$ cat src/rtl/pfta_pkg.sv
// package: offsets, field layouts, reset values and types of the filter table window
package pfta_pkg;

	// ****************************************
	// register byte offsets within the port page
	// ****************************************
	localparam logic [11:0] OFF_ETYPE_LO   = 12'h609;
	localparam logic [11:0] OFF_PRIO_ACT   = 12'h60a;
	localparam logic [11:0] OFF_REMARK_MAP = 12'h60b;
	localparam logic [11:0] OFF_SPARE      = 12'h60c;
	localparam logic [11:0] OFF_FWD_PORTS  = 12'h60d;
	localparam logic [11:0] OFF_RULESET_HI = 12'h60e;
	localparam logic [11:0] OFF_RULESET_LO = 12'h60f;
	localparam logic [11:0] OFF_BSEL_HI    = 12'h610;
	localparam logic [11:0] OFF_BSEL_LO    = 12'h611;
	localparam logic [11:0] OFF_XFER_CTRL  = 12'h612;
	localparam logic [11:0] OFF_RING_POL   = 12'h613;

	// ****************************************
	// field positions and widths
	// ****************************************
	localparam int unsigned BYTE_W       = 8;
	localparam int unsigned ENTRY_BYTES  = 16;
	localparam int unsigned INDEX_W      = 4;
	localparam int unsigned HOLD_FIRST   = 9;  // first holding byte in this window
	localparam int unsigned PM_MSB       = 7;
	localparam int unsigned PM_LSB       = 6;
	localparam int unsigned PRIO_MSB     = 5;
	localparam int unsigned PRIO_LSB     = 3;
	localparam int unsigned RPE_BIT      = 2;
	localparam int unsigned RMK_HI_MSB   = 1;
	localparam int unsigned RMK_LO_BIT   = 7;
	localparam int unsigned MM_MSB       = 6;
	localparam int unsigned MM_LSB       = 5;
	localparam int unsigned FWD_MSB      = 6;
	localparam int unsigned WR_DONE_BIT  = 6;
	localparam int unsigned RD_DONE_BIT  = 5;
	localparam int unsigned DIR_BIT      = 4;
	localparam int unsigned POLICY_BIT   = 0;
	localparam int unsigned CTRL_RW_MASK_W = 5;

	// ****************************************
	// reset values and codes
	// ****************************************
	localparam logic [7:0] BYTE_RESET  = 8'h00;
	localparam logic       DONE_RESET  = 1'b1;
	localparam logic       DIR_WRITE   = 1'b1;
	localparam logic [1:0] FM_NONE     = 2'h0;
	localparam logic [1:0] FM_L2_MAC   = 2'h1;
	localparam logic [1:0] FM_L3_IP    = 2'h2;
	localparam logic [1:0] FM_L4_PORT  = 2'h3;

	// ****************************************
	// types
	// ****************************************
	typedef struct packed {
		logic [11:0] addr;
		logic [7:0]  wdata;
		logic        wr;
		logic        rd;
	} pfta_bus_t;

	typedef struct packed {
		logic [3:0]  index;
		logic [15:0] bsel;   // bit k selects entry byte 15-k
		logic        write;
	} pfta_xfer_t;

	typedef enum logic [1:0] {
		ST_IDLE = 2'b00,
		ST_MOVE = 2'b01,
		ST_DONE = 2'b11
	} pfta_state_t;

	// entry filter mode decoding
	typedef enum logic [1:0] {
		FMODE_NONE = 2'h0,
		FMODE_L2   = 2'h1,
		FMODE_L3   = 2'h2,
		FMODE_L4   = 2'h3
	} pfta_fmode_t;

endpackage : pfta_pkg

$ cat src/rtl/pfta_entry_mem.sv
// file: per-port table storage, sixteen entries of sixteen bytes
`timescale 1ns/1ns
module pfta_entry_mem #(
	parameter int unsigned ENTRIES = 16,
	parameter int unsigned BYTES   = 16
) (
	input  wire logic                         clk_sys,
	input  wire logic                         rst_n,
	input  wire logic [$clog2(ENTRIES)-1:0]   addr,
	input  wire logic                         we,
	input  wire logic [BYTES-1:0]             be,
	input  wire logic [BYTES*8-1:0]           wdata,
	output      logic [BYTES*8-1:0]           rdata
);
	import pfta_pkg::*;

	logic [BYTES*8-1:0] mem_q [ENTRIES];

	// ****************************************
	// byte-masked write port
	// ****************************************
	always_ff @(posedge clk_sys) begin
		if (we) begin
			for (int b = 0; b < BYTES; b++) begin
				if (be[b]) begin
					mem_q[addr][b*8 +: 8] <= wdata[b*8 +: 8];
				end
			end
		end
	end

	// registered read data
	always_ff @(posedge clk_sys or negedge rst_n) begin
		if (!rst_n) begin
			rdata <= '0;
		end else begin
			rdata <= mem_q[addr];
		end
	end

endmodule : pfta_entry_mem

$ cat src/rtl/pfta_reset_sync.sv
// file: reset release synchroniser
`timescale 1ns/1ns
module pfta_reset_sync (
	input  wire logic clk_sys,
	input  wire logic reset_n,
	output      logic rst_n
);
	logic meta_q;

	// async assert, two-flop release
	always_ff @(posedge clk_sys or negedge reset_n) begin
		if (!reset_n) begin
			meta_q <= 1'b0;
			rst_n  <= 1'b0;
		end else begin
			meta_q <= 1'b1;
			rst_n  <= meta_q;
		end
	end

endmodule : pfta_reset_sync

$ cat src/rtl/pfta_top.sv
// file: filter table indirect access window, upper holding bytes and control
// How it works
// - remark priority: bits 2:1 in byte A bits 1:0, bit 0 in byte B bit 7.
// - byte A holds priority mode 7:6, priority 5:3, remark enable bit 2.
// - forward map bits 6:0; bit i enables forwarding to port i+1.
// - high select bit 0 picks holding byte 7, bit 7 picks byte 0.
// - low select bit 0 picks holding byte F, bit 7 picks byte 8.
// - only a write to the low select register starts a transfer.
// - only selected bytes move between table and holding registers.
// - write-done flag bit 6 low while writing, high when done, resets high.
// - policy one: ring frames use one entry, a match counts as miss.
// - policy zero: ring frames use many entries, ruleset match is hit.
// - filter mode 00 none, 01 L2 MAC, 10 L3 IP, 11 L4 port.
// - each port owns its table, reached only through these registers.
`timescale 1ns/1ns
module pfta_top (
	input  wire logic                 clk_sys,
	input  wire logic                 reset_n,
	input  wire pfta_pkg::pfta_bus_t  bus,
	output      logic [7:0]           rdata,
	output      logic                 ring_single_entry,
	output      logic                 ring_match_is_miss,
	output      logic [6:0]           fwd_port_map,
	output      logic [1:0]           entry_filter_mode
);
	import pfta_pkg::*;

	logic              rst_n;
	logic [7:0]        hold_q [ENTRY_BYTES];
	logic [15:0]       bsel_q;
	logic              dir_q;
	logic [3:0]        index_q;
	logic              wr_done_q;
	logic              rd_done_q;
	logic              policy_q;
	pfta_xfer_t        xfer_q;
	pfta_state_t       state_q;
	logic              mem_we;
	logic [127:0]      mem_wdata;
	logic [127:0]      mem_rdata;
	logic [15:0]       mem_be;
	logic              start;
	logic              wr_hold;

	// byte k of the flat word is holding byte k
	function automatic logic [15:0] sel_to_bytes(input logic [15:0] sel);
		logic [15:0] r;
		r = '0;
		for (int k = 0; k < ENTRY_BYTES; k++) begin
			r[k] = sel[ENTRY_BYTES-1-k];
		end
		return r;
	endfunction : sel_to_bytes

	// software offset to holding byte number
	function automatic logic [3:0] off_to_byte(input logic [11:0] off);
		return off[3:0];
	endfunction : off_to_byte

	pfta_reset_sync u_rst (
		.clk_sys (clk_sys),
		.reset_n (reset_n),
		.rst_n   (rst_n)
	);

	// ****************************************
	// start decode
	// ****************************************
	// low select only
	assign start   = bus.wr && (bus.addr == OFF_BSEL_LO)
		&& (state_q == ST_IDLE);
	assign wr_hold = bus.wr && (bus.addr >= OFF_ETYPE_LO)
		&& (bus.addr <= OFF_RULESET_LO) && (bus.addr != OFF_SPARE);

	// ****************************************
	// byte select registers
	// ****************************************
	always_ff @(posedge clk_sys or negedge rst_n) begin
		if (!rst_n) begin
			bsel_q <= '0;
		end else if (bus.wr && bus.addr == OFF_BSEL_HI) begin
			bsel_q[15:8] <= bus.wdata;
		end else if (bus.wr && bus.addr == OFF_BSEL_LO) begin
			bsel_q[7:0] <= bus.wdata;
		end
	end

	always_ff @(posedge clk_sys or negedge rst_n) begin
		if (!rst_n) begin
			dir_q   <= 1'b0;
			index_q <= '0;
		end else if (bus.wr && bus.addr == OFF_XFER_CTRL) begin
			dir_q   <= bus.wdata[DIR_BIT];
			index_q <= bus.wdata[INDEX_W-1:0];
		end
	end

	always_ff @(posedge clk_sys or negedge rst_n) begin
		if (!rst_n) begin
			policy_q <= 1'b0;
		end else if (bus.wr && bus.addr == OFF_RING_POL) begin
			policy_q <= bus.wdata[POLICY_BIT];
		end
	end

	// ****************************************
	// transfer sequencer
	// ****************************************
	always_ff @(posedge clk_sys or negedge rst_n) begin
		if (!rst_n) begin
			state_q <= ST_IDLE;
			xfer_q  <= '0;
		end else begin
			case (state_q)
				ST_IDLE: begin
					if (start) begin
						state_q      <= ST_MOVE;
						xfer_q.index <= index_q;
						xfer_q.write <= dir_q;
						xfer_q.bsel  <= {bsel_q[15:8], bus.wdata};
					end
				end
				ST_MOVE: state_q <= ST_DONE;
				ST_DONE: state_q <= ST_IDLE;
				default: state_q <= ST_IDLE;
			endcase
		end
	end

	assign mem_be = sel_to_bytes(xfer_q.bsel);
	assign mem_we = (state_q == ST_MOVE) && xfer_q.write;
	always_comb begin
		mem_wdata = '0;
		for (int k = 0; k < ENTRY_BYTES; k++) begin
			mem_wdata[k*8 +: 8] = hold_q[k];
		end
	end

	pfta_entry_mem #(
		.ENTRIES (2**INDEX_W),
		.BYTES   (ENTRY_BYTES)
	) u_mem (
		.clk_sys (clk_sys),
		.rst_n   (rst_n),
		.addr    (xfer_q.index),
		.we      (mem_we),
		.be      (mem_be),
		.wdata   (mem_wdata),
		.rdata   (mem_rdata)
	);

	// ****************************************
	// completion flags
	// ****************************************
	// write done, cleared at start
	always_ff @(posedge clk_sys or negedge rst_n) begin
		if (!rst_n) begin
			wr_done_q <= DONE_RESET;
			rd_done_q <= DONE_RESET;
		end else begin
			if (start && dir_q == DIR_WRITE) begin
				wr_done_q <= 1'b0;
			end else if (state_q == ST_DONE && xfer_q.write) begin
				wr_done_q <= 1'b1;
			end
			if (start && dir_q != DIR_WRITE) begin
				rd_done_q <= 1'b0;
			end else if (state_q == ST_DONE && !xfer_q.write) begin
				rd_done_q <= 1'b1;
			end
		end
	end

	// ****************************************
	// holding bytes
	// ****************************************
	// software writes, then masked read-back from table
	// remark split kept
	always_ff @(posedge clk_sys or negedge rst_n) begin
		if (!rst_n) begin
			for (int k = 0; k < ENTRY_BYTES; k++) begin
				hold_q[k] <= BYTE_RESET;
			end
		end else if (state_q == ST_DONE && !xfer_q.write) begin
			for (int k = 0; k < ENTRY_BYTES; k++) begin
				if (mem_be[k]) begin
					hold_q[k] <= mem_rdata[k*8 +: 8];
				end
			end
		end else if (wr_hold) begin
			hold_q[off_to_byte(bus.addr)] <= bus.wdata;
		end
	end

	// ****************************************
	// read port
	// ****************************************
	always_ff @(posedge clk_sys or negedge rst_n) begin
		if (!rst_n) begin
			rdata <= '0;
		end else if (bus.rd) begin
			case (bus.addr)
				OFF_ETYPE_LO, OFF_PRIO_ACT, OFF_REMARK_MAP,
				OFF_FWD_PORTS, OFF_RULESET_HI, OFF_RULESET_LO:
					rdata <= hold_q[off_to_byte(bus.addr)];
				OFF_SPARE:     rdata <= BYTE_RESET;
				OFF_BSEL_HI:   rdata <= bsel_q[15:8];
				OFF_BSEL_LO:   rdata <= bsel_q[7:0];
				OFF_XFER_CTRL: rdata <= {1'b0, wr_done_q, rd_done_q,
					dir_q, index_q};
				OFF_RING_POL:  rdata <= {7'h00, policy_q};
				default:       rdata <= '0;
			endcase
		end else begin
			rdata <= '0;
		end
	end

	// ****************************************
	// outputs to the matching engine
	// ****************************************
	// forward map, ring hit mode
	always_ff @(posedge clk_sys or negedge rst_n) begin
		if (!rst_n) begin
			fwd_port_map       <= '0;
			ring_single_entry  <= 1'b0;
			ring_match_is_miss <= 1'b0;
			entry_filter_mode  <= FM_NONE;
		end else begin
			fwd_port_map       <= hold_q[OFF_FWD_PORTS[3:0]][FWD_MSB:0];
			ring_single_entry  <= policy_q;
			ring_match_is_miss <= policy_q;
			entry_filter_mode  <= hold_q[1][5:4];
		end
	end

	// ****************************************
	// assertions
	// ****************************************
	property p_wr_clear;
		@(posedge clk_sys) disable iff (!rst_n)
		(start && dir_q) |=> !wr_done_q;
	endproperty
	a_wr_clear: assert property (p_wr_clear) else $error("write flag stayed");

	property p_wr_done;
		@(posedge clk_sys) disable iff (!rst_n)
		(start && dir_q) |=> !wr_done_q ##2 wr_done_q;
	endproperty
	a_wr_done: assert property (p_wr_done) else $error("write never done");

	property p_rd_done;
		@(posedge clk_sys) disable iff (!rst_n)
		(start && !dir_q) |=> !rd_done_q ##2 rd_done_q;
	endproperty
	a_rd_done: assert property (p_rd_done) else $error("read never done");

	property p_hi_no_start;
		@(posedge clk_sys) disable iff (!rst_n)
		(bus.wr && bus.addr == OFF_BSEL_HI && state_q == ST_IDLE)
			|=> state_q == ST_IDLE;
	endproperty
	a_hi_no_start: assert property (p_hi_no_start) else $error("hi started");

	property p_masked;
		@(posedge clk_sys) disable iff (!rst_n)
		(state_q == ST_DONE && !xfer_q.write && !mem_be[15])
			|=> $stable(hold_q[15]);
	endproperty
	a_masked: assert property (p_masked) else $error("masked byte moved");

	property p_policy;
		@(posedge clk_sys) disable iff (!rst_n)
		ring_match_is_miss == $past(policy_q);
	endproperty
	a_policy: assert property (p_policy) else $error("policy lag");

	property p_fwd;
		@(posedge clk_sys) disable iff (!rst_n)
		fwd_port_map == $past(hold_q[13][6:0]);
	endproperty
	a_fwd: assert property (p_fwd) else $error("forward map wrong");

	property p_map;
		@(posedge clk_sys) disable iff (!rst_n)
		(state_q == ST_IDLE && start) |=> xfer_q.bsel[7:0] == $past(bus.wdata);
	endproperty
	a_map: assert property (p_map) else $error("low select lost");

	// high select bit 0 must reach byte 7 and bit 7 byte 0
	property p_hi_map;
		@(posedge clk_sys) disable iff (!rst_n)
		(state_q == ST_MOVE) |-> (mem_be[7] == xfer_q.bsel[8])
			&& (mem_be[0] == xfer_q.bsel[15]);
	endproperty
	a_hi_map: assert property (p_hi_map) else $error("hi map");

	c_write: cover property (@(posedge clk_sys) start && dir_q);
	c_read:  cover property (@(posedge clk_sys) start && !dir_q);
	c_pol:   cover property (@(posedge clk_sys) policy_q);

endmodule : pfta_top

$ cat config.mk
export PLATFORM = sky130hd
export DESIGN_NAME = pfta_top
export DESIGN_NICKNAME = d
export VERILOG_FILES = /design/src/rtl/pfta_pkg.sv /design/src/rtl/pfta_entry_mem.sv /design/src/rtl/pfta_reset_sync.sv /design/src/rtl/pfta_top.sv
export SDC_FILE = /design/constraint.sdc
export NUM_CORES = 2
export LEC_CHECK = 0
export ABC_AREA = 1
export BUFFER_PORTS_ARGS = -buffer_cell sky130_fd_sc_hd__buf_4
export CORE_UTILIZATION = 55
export CTS_CLUSTER_DIAMETER = 50
export DETAILED_ROUTE_END_ITERATION = 8
export GPL_ROUTABILITY_DRIVEN = 0
export PLACE_DENSITY = 0.81
export SETUP_SLACK_MARGIN = 0.4
export SLEW_MARGIN = 20
export SYNTH_ARGS = -nofsm -noshare
export SYNTH_HDL_FRONTEND = slang
export SYNTH_SLANG_ARGS = --single-unit
$ cat constraint.sdc
create_clock -name clk_sys -period 8.25 [get_ports clk_sys]
set_input_delay 0.4125 -clock clk_sys [delete_from_list [all_inputs] [get_ports clk_sys]]
set_output_delay 0.4125 -clock clk_sys [all_outputs]
set_load 0.02 [all_outputs]
==> run summary <==
row count -> 137
DRT Pass-1 Iters -> 9
grt total ovfl -> 0
first-pass GRT wire length -> 297,000 µm
Reg clk slew, reported paths -> 0.06 ns
Distinct cells, synth -> 33
critical path type -> flop to flop
io pins -> 43
core footprint -> 140,000 µm²
Max Root-Sink Buffers -> 3
CTS tree -> yes
clk_lat worst skew -> 0.82 ns
f_max -> 219 MHz
Hold WS -> 0.0716 ns
Slew HR -> 0.100
YS warnings -> 0
PortBufs -> 42
initial core utilization -> 0.555
vias post-DR -> 48,800
worst endpoint required time -> 8.68 ns
Tcrit/Tclk final -> 0.555
worst-case reg-to-reg path depth -> 5
FF-to-FF Start -> xfer_q[19]
fin crit period -> 4.58 ns
Syn Std Cell Area -> 77,600 µm²
Hold EP -> bsel_q[12]
layout cells sized above 1 -> 0.0769
Synth Register Bits -> 2,047
Worst-Margin Slew -> 1.35 ns
Synth area leaders -> edfxtp_1 (68%), dfrtp_1 (9.2%), a22oi_1 (8.5%)
pwr/cell area -> 238 nW/µm²
crit path capture type -> flop
CTS Buf Count -> 190
clock sinks -> 2,047
post-CTS setup buffers -> 0
Placed Cells -> 7,115
Crit path arrival time -> 5.01 ns
number of global-route vias before repair -> 47,700
residual DRC count -> 0
hold path depth -> 3
RSZ-0062 raised after global routing -> no
R2R Setup Slk -> 3.67 ns
Final ANT Viol Nets -> 0
starting DRC count in detailed routing -> 7,733
# setup viols final -> 0
Finished Layout Cells -> 7,486
GRT Overall Usage -> 0.280
Mapped Cells -> 5,532
HP Class -> input port to flop
status -> completed
Syn Area/Cell -> 14.0 µm²
Slew Limit Fails -> 0
syn nets -> 5,556
Vias per Instance -> 6.53
die area -> 143,000 µm²
max cap viols -> 0
H-tree levels -> 4
Synth top area share -> 0.681
TNS Setup -> 0 ns
Setup Skew -> 0.0367 ns
Yosys top cell by area -> edfxtp_1
CP Launch Type -> flop
Detailed Route WL -> 201,000 µm
die height -> 378 µm
Peak VDD IR -> 0.224 mV
Pleak -> 30.0 nW
P&R area growth vs syn -> 10.4%
number of hold violations in the final report -> 0
Worst Setup SP -> xfer_q[19]
hold path startpoint -> bus[6]
Clock Tree Root -> clkbuf_16
largest net degree at the start of global routing -> 217
Final nets -> 5,464
wire per inst -> 26.9 µm
hpwl dp -> 116,000 µm
sequential fraction of the synthesis area -> 0.774
die width -> 378 µm
r2r endpoint -> u_mem.mem_q[2][114]
CP max FO -> 81
initial antenna violation count -> 8
-- layout make-up --
| class | count | area (µm²) |
|---|---|---|
| diodes | 3 | 7.51 |
| clock buffers | 251 | 5240 |
| clock inverters | 108 | 1200 |
| fillers | 9444 | 54100 |
| inverters | 125 | 483 |
| multi-input cells | 2983 | 15500 |
| flip-flops and latches | 2047 | 60000 |
| well taps | 1876 | 2350 |
| repair buffers | 93 | 803 |
-- logic make-up (layout without fill, tap and decap cells) --
family                 count (synthesis)  after routing  synth area share
other                                  1              4         0.0000484
flip-flops                          2047           2047             0.774
AO/OA/AOI/OAI                       1098           1098            0.0995
buffers and inverters                502            577            0.0274
AND/OR/NAND/NOR                     1884           1884            0.0990
-- registers in the layout, summed over array words and instances, names as in the netlist, 2 cells and up --
name / count
u_mem.rdata: 110
state_q: 2
u_mem.mem_q: 1760
fwd_port_map: 7
entry_filter_mode: 2
hold_q: 110
index_q: 4
mem_be: 16
rdata: 8
bsel_q: 16
xfer_q: 5
-- power breakdown --
part	total [mW]	internal (mW)	switching [mW]
Combinational	0.199	0.0441	0.155
Clock	9.00	5.20	3.80
Sequential	11.1	11.1	0.0213
-- cells in the mapped netlist (all sizes together) --
library cell / number
inv: 124
clkbuf: 220
dfstp: 2
nor3b: 1
nor2b: 1
nand3: 88
nand4: 129
o21ai: 199
nor2: 332
dfrtp: 285
clkinv: 1
nor3: 4
nand2: 1329
a21oi: 18
buf: 157
a22oi: 880
conb: 1
a2bb2oi: 1
edfxtp: 1760
-- layer usage --
metal,vias to the layer above,global-route usage,routed length (µm),part of all wire
met3,730,0.0836,27800,0.14
met1,23900,0.366,70000,0.35
li1,20300,-,-,-
met5,-,0,89,0.00044
met4,14,0.136,10400,0.052
met2,3946,0.431,92800,0.46
-- through the flow --
step | setup slack, ns | area [µm²] | util | power (mW)
floorplan | 3.55 | 77600 | - | 11.4
global placement | 4.07 | 79000 | 0.566 | 11.5
detailed placement | 3.94 | 79000 | 0.566 | 11.5
CTS | 3.90 | 85600 | 0.613 | 20.3
global route | 3.65 | 85600 | 0.613 | 20.7
finish | 3.67 | 85600 | 0.613 | 20.3
-- worst max-delay path, cell delays in order, from the launching register on --
cell,delay [ns]
dfrtp_1,0.46
nor2_4,0.78
buf_4,1.01
nand2_1,0.73
buf_4,0.51
nor2_1,0.62
-- worst max path at each step --
stage	slack, ns	depth (start not counted)	to
after floorplan	3.55	0	bsel_q[0]
after global routing	3.65	5	u_mem.mem_q[2][114]
after CTS	3.90	5	u_mem.mem_q[2][114]
after detailed placement	3.94	5	u_mem.mem_q[2][113]
after global placement	4.07	5	u_mem.mem_q[2][37]
final	3.67	5	u_mem.mem_q[2][114]
-- placed cells by master, fill, tap and decap left out, types with 3 or more instances in the layout --
cell           instances
a21oi_1               17
a22oi_1              880
buf_12                 6
buf_4                 76
bufinv_16             23
clkbuf_1              41
clkbuf_16            195
clkbuf_8              15
clkinv_1              32
clkinv_2              37
clkinv_8               6
clkinvlp_4             3
dfrtp_1              284
diode_2                3
dlygate4sd3_1          9
edfxtp_1            1760
inv_1                117
inv_2                  4
inv_6                  4
nand2_1             1301
nand2_2               26
nand3_1               87
nand4_1              127
nor2_1               317
nor2_2                 4
nor2_4                11
o21ai_0              190
o21ai_1                8
-- repair_timing --
action	CTS	global route
hold buffers	9	0
gates resized for setup	0	0
endpoints found under the hold margin	21	0
setup endpoints to repair	0	0
(Power assumes the default switching activity.)
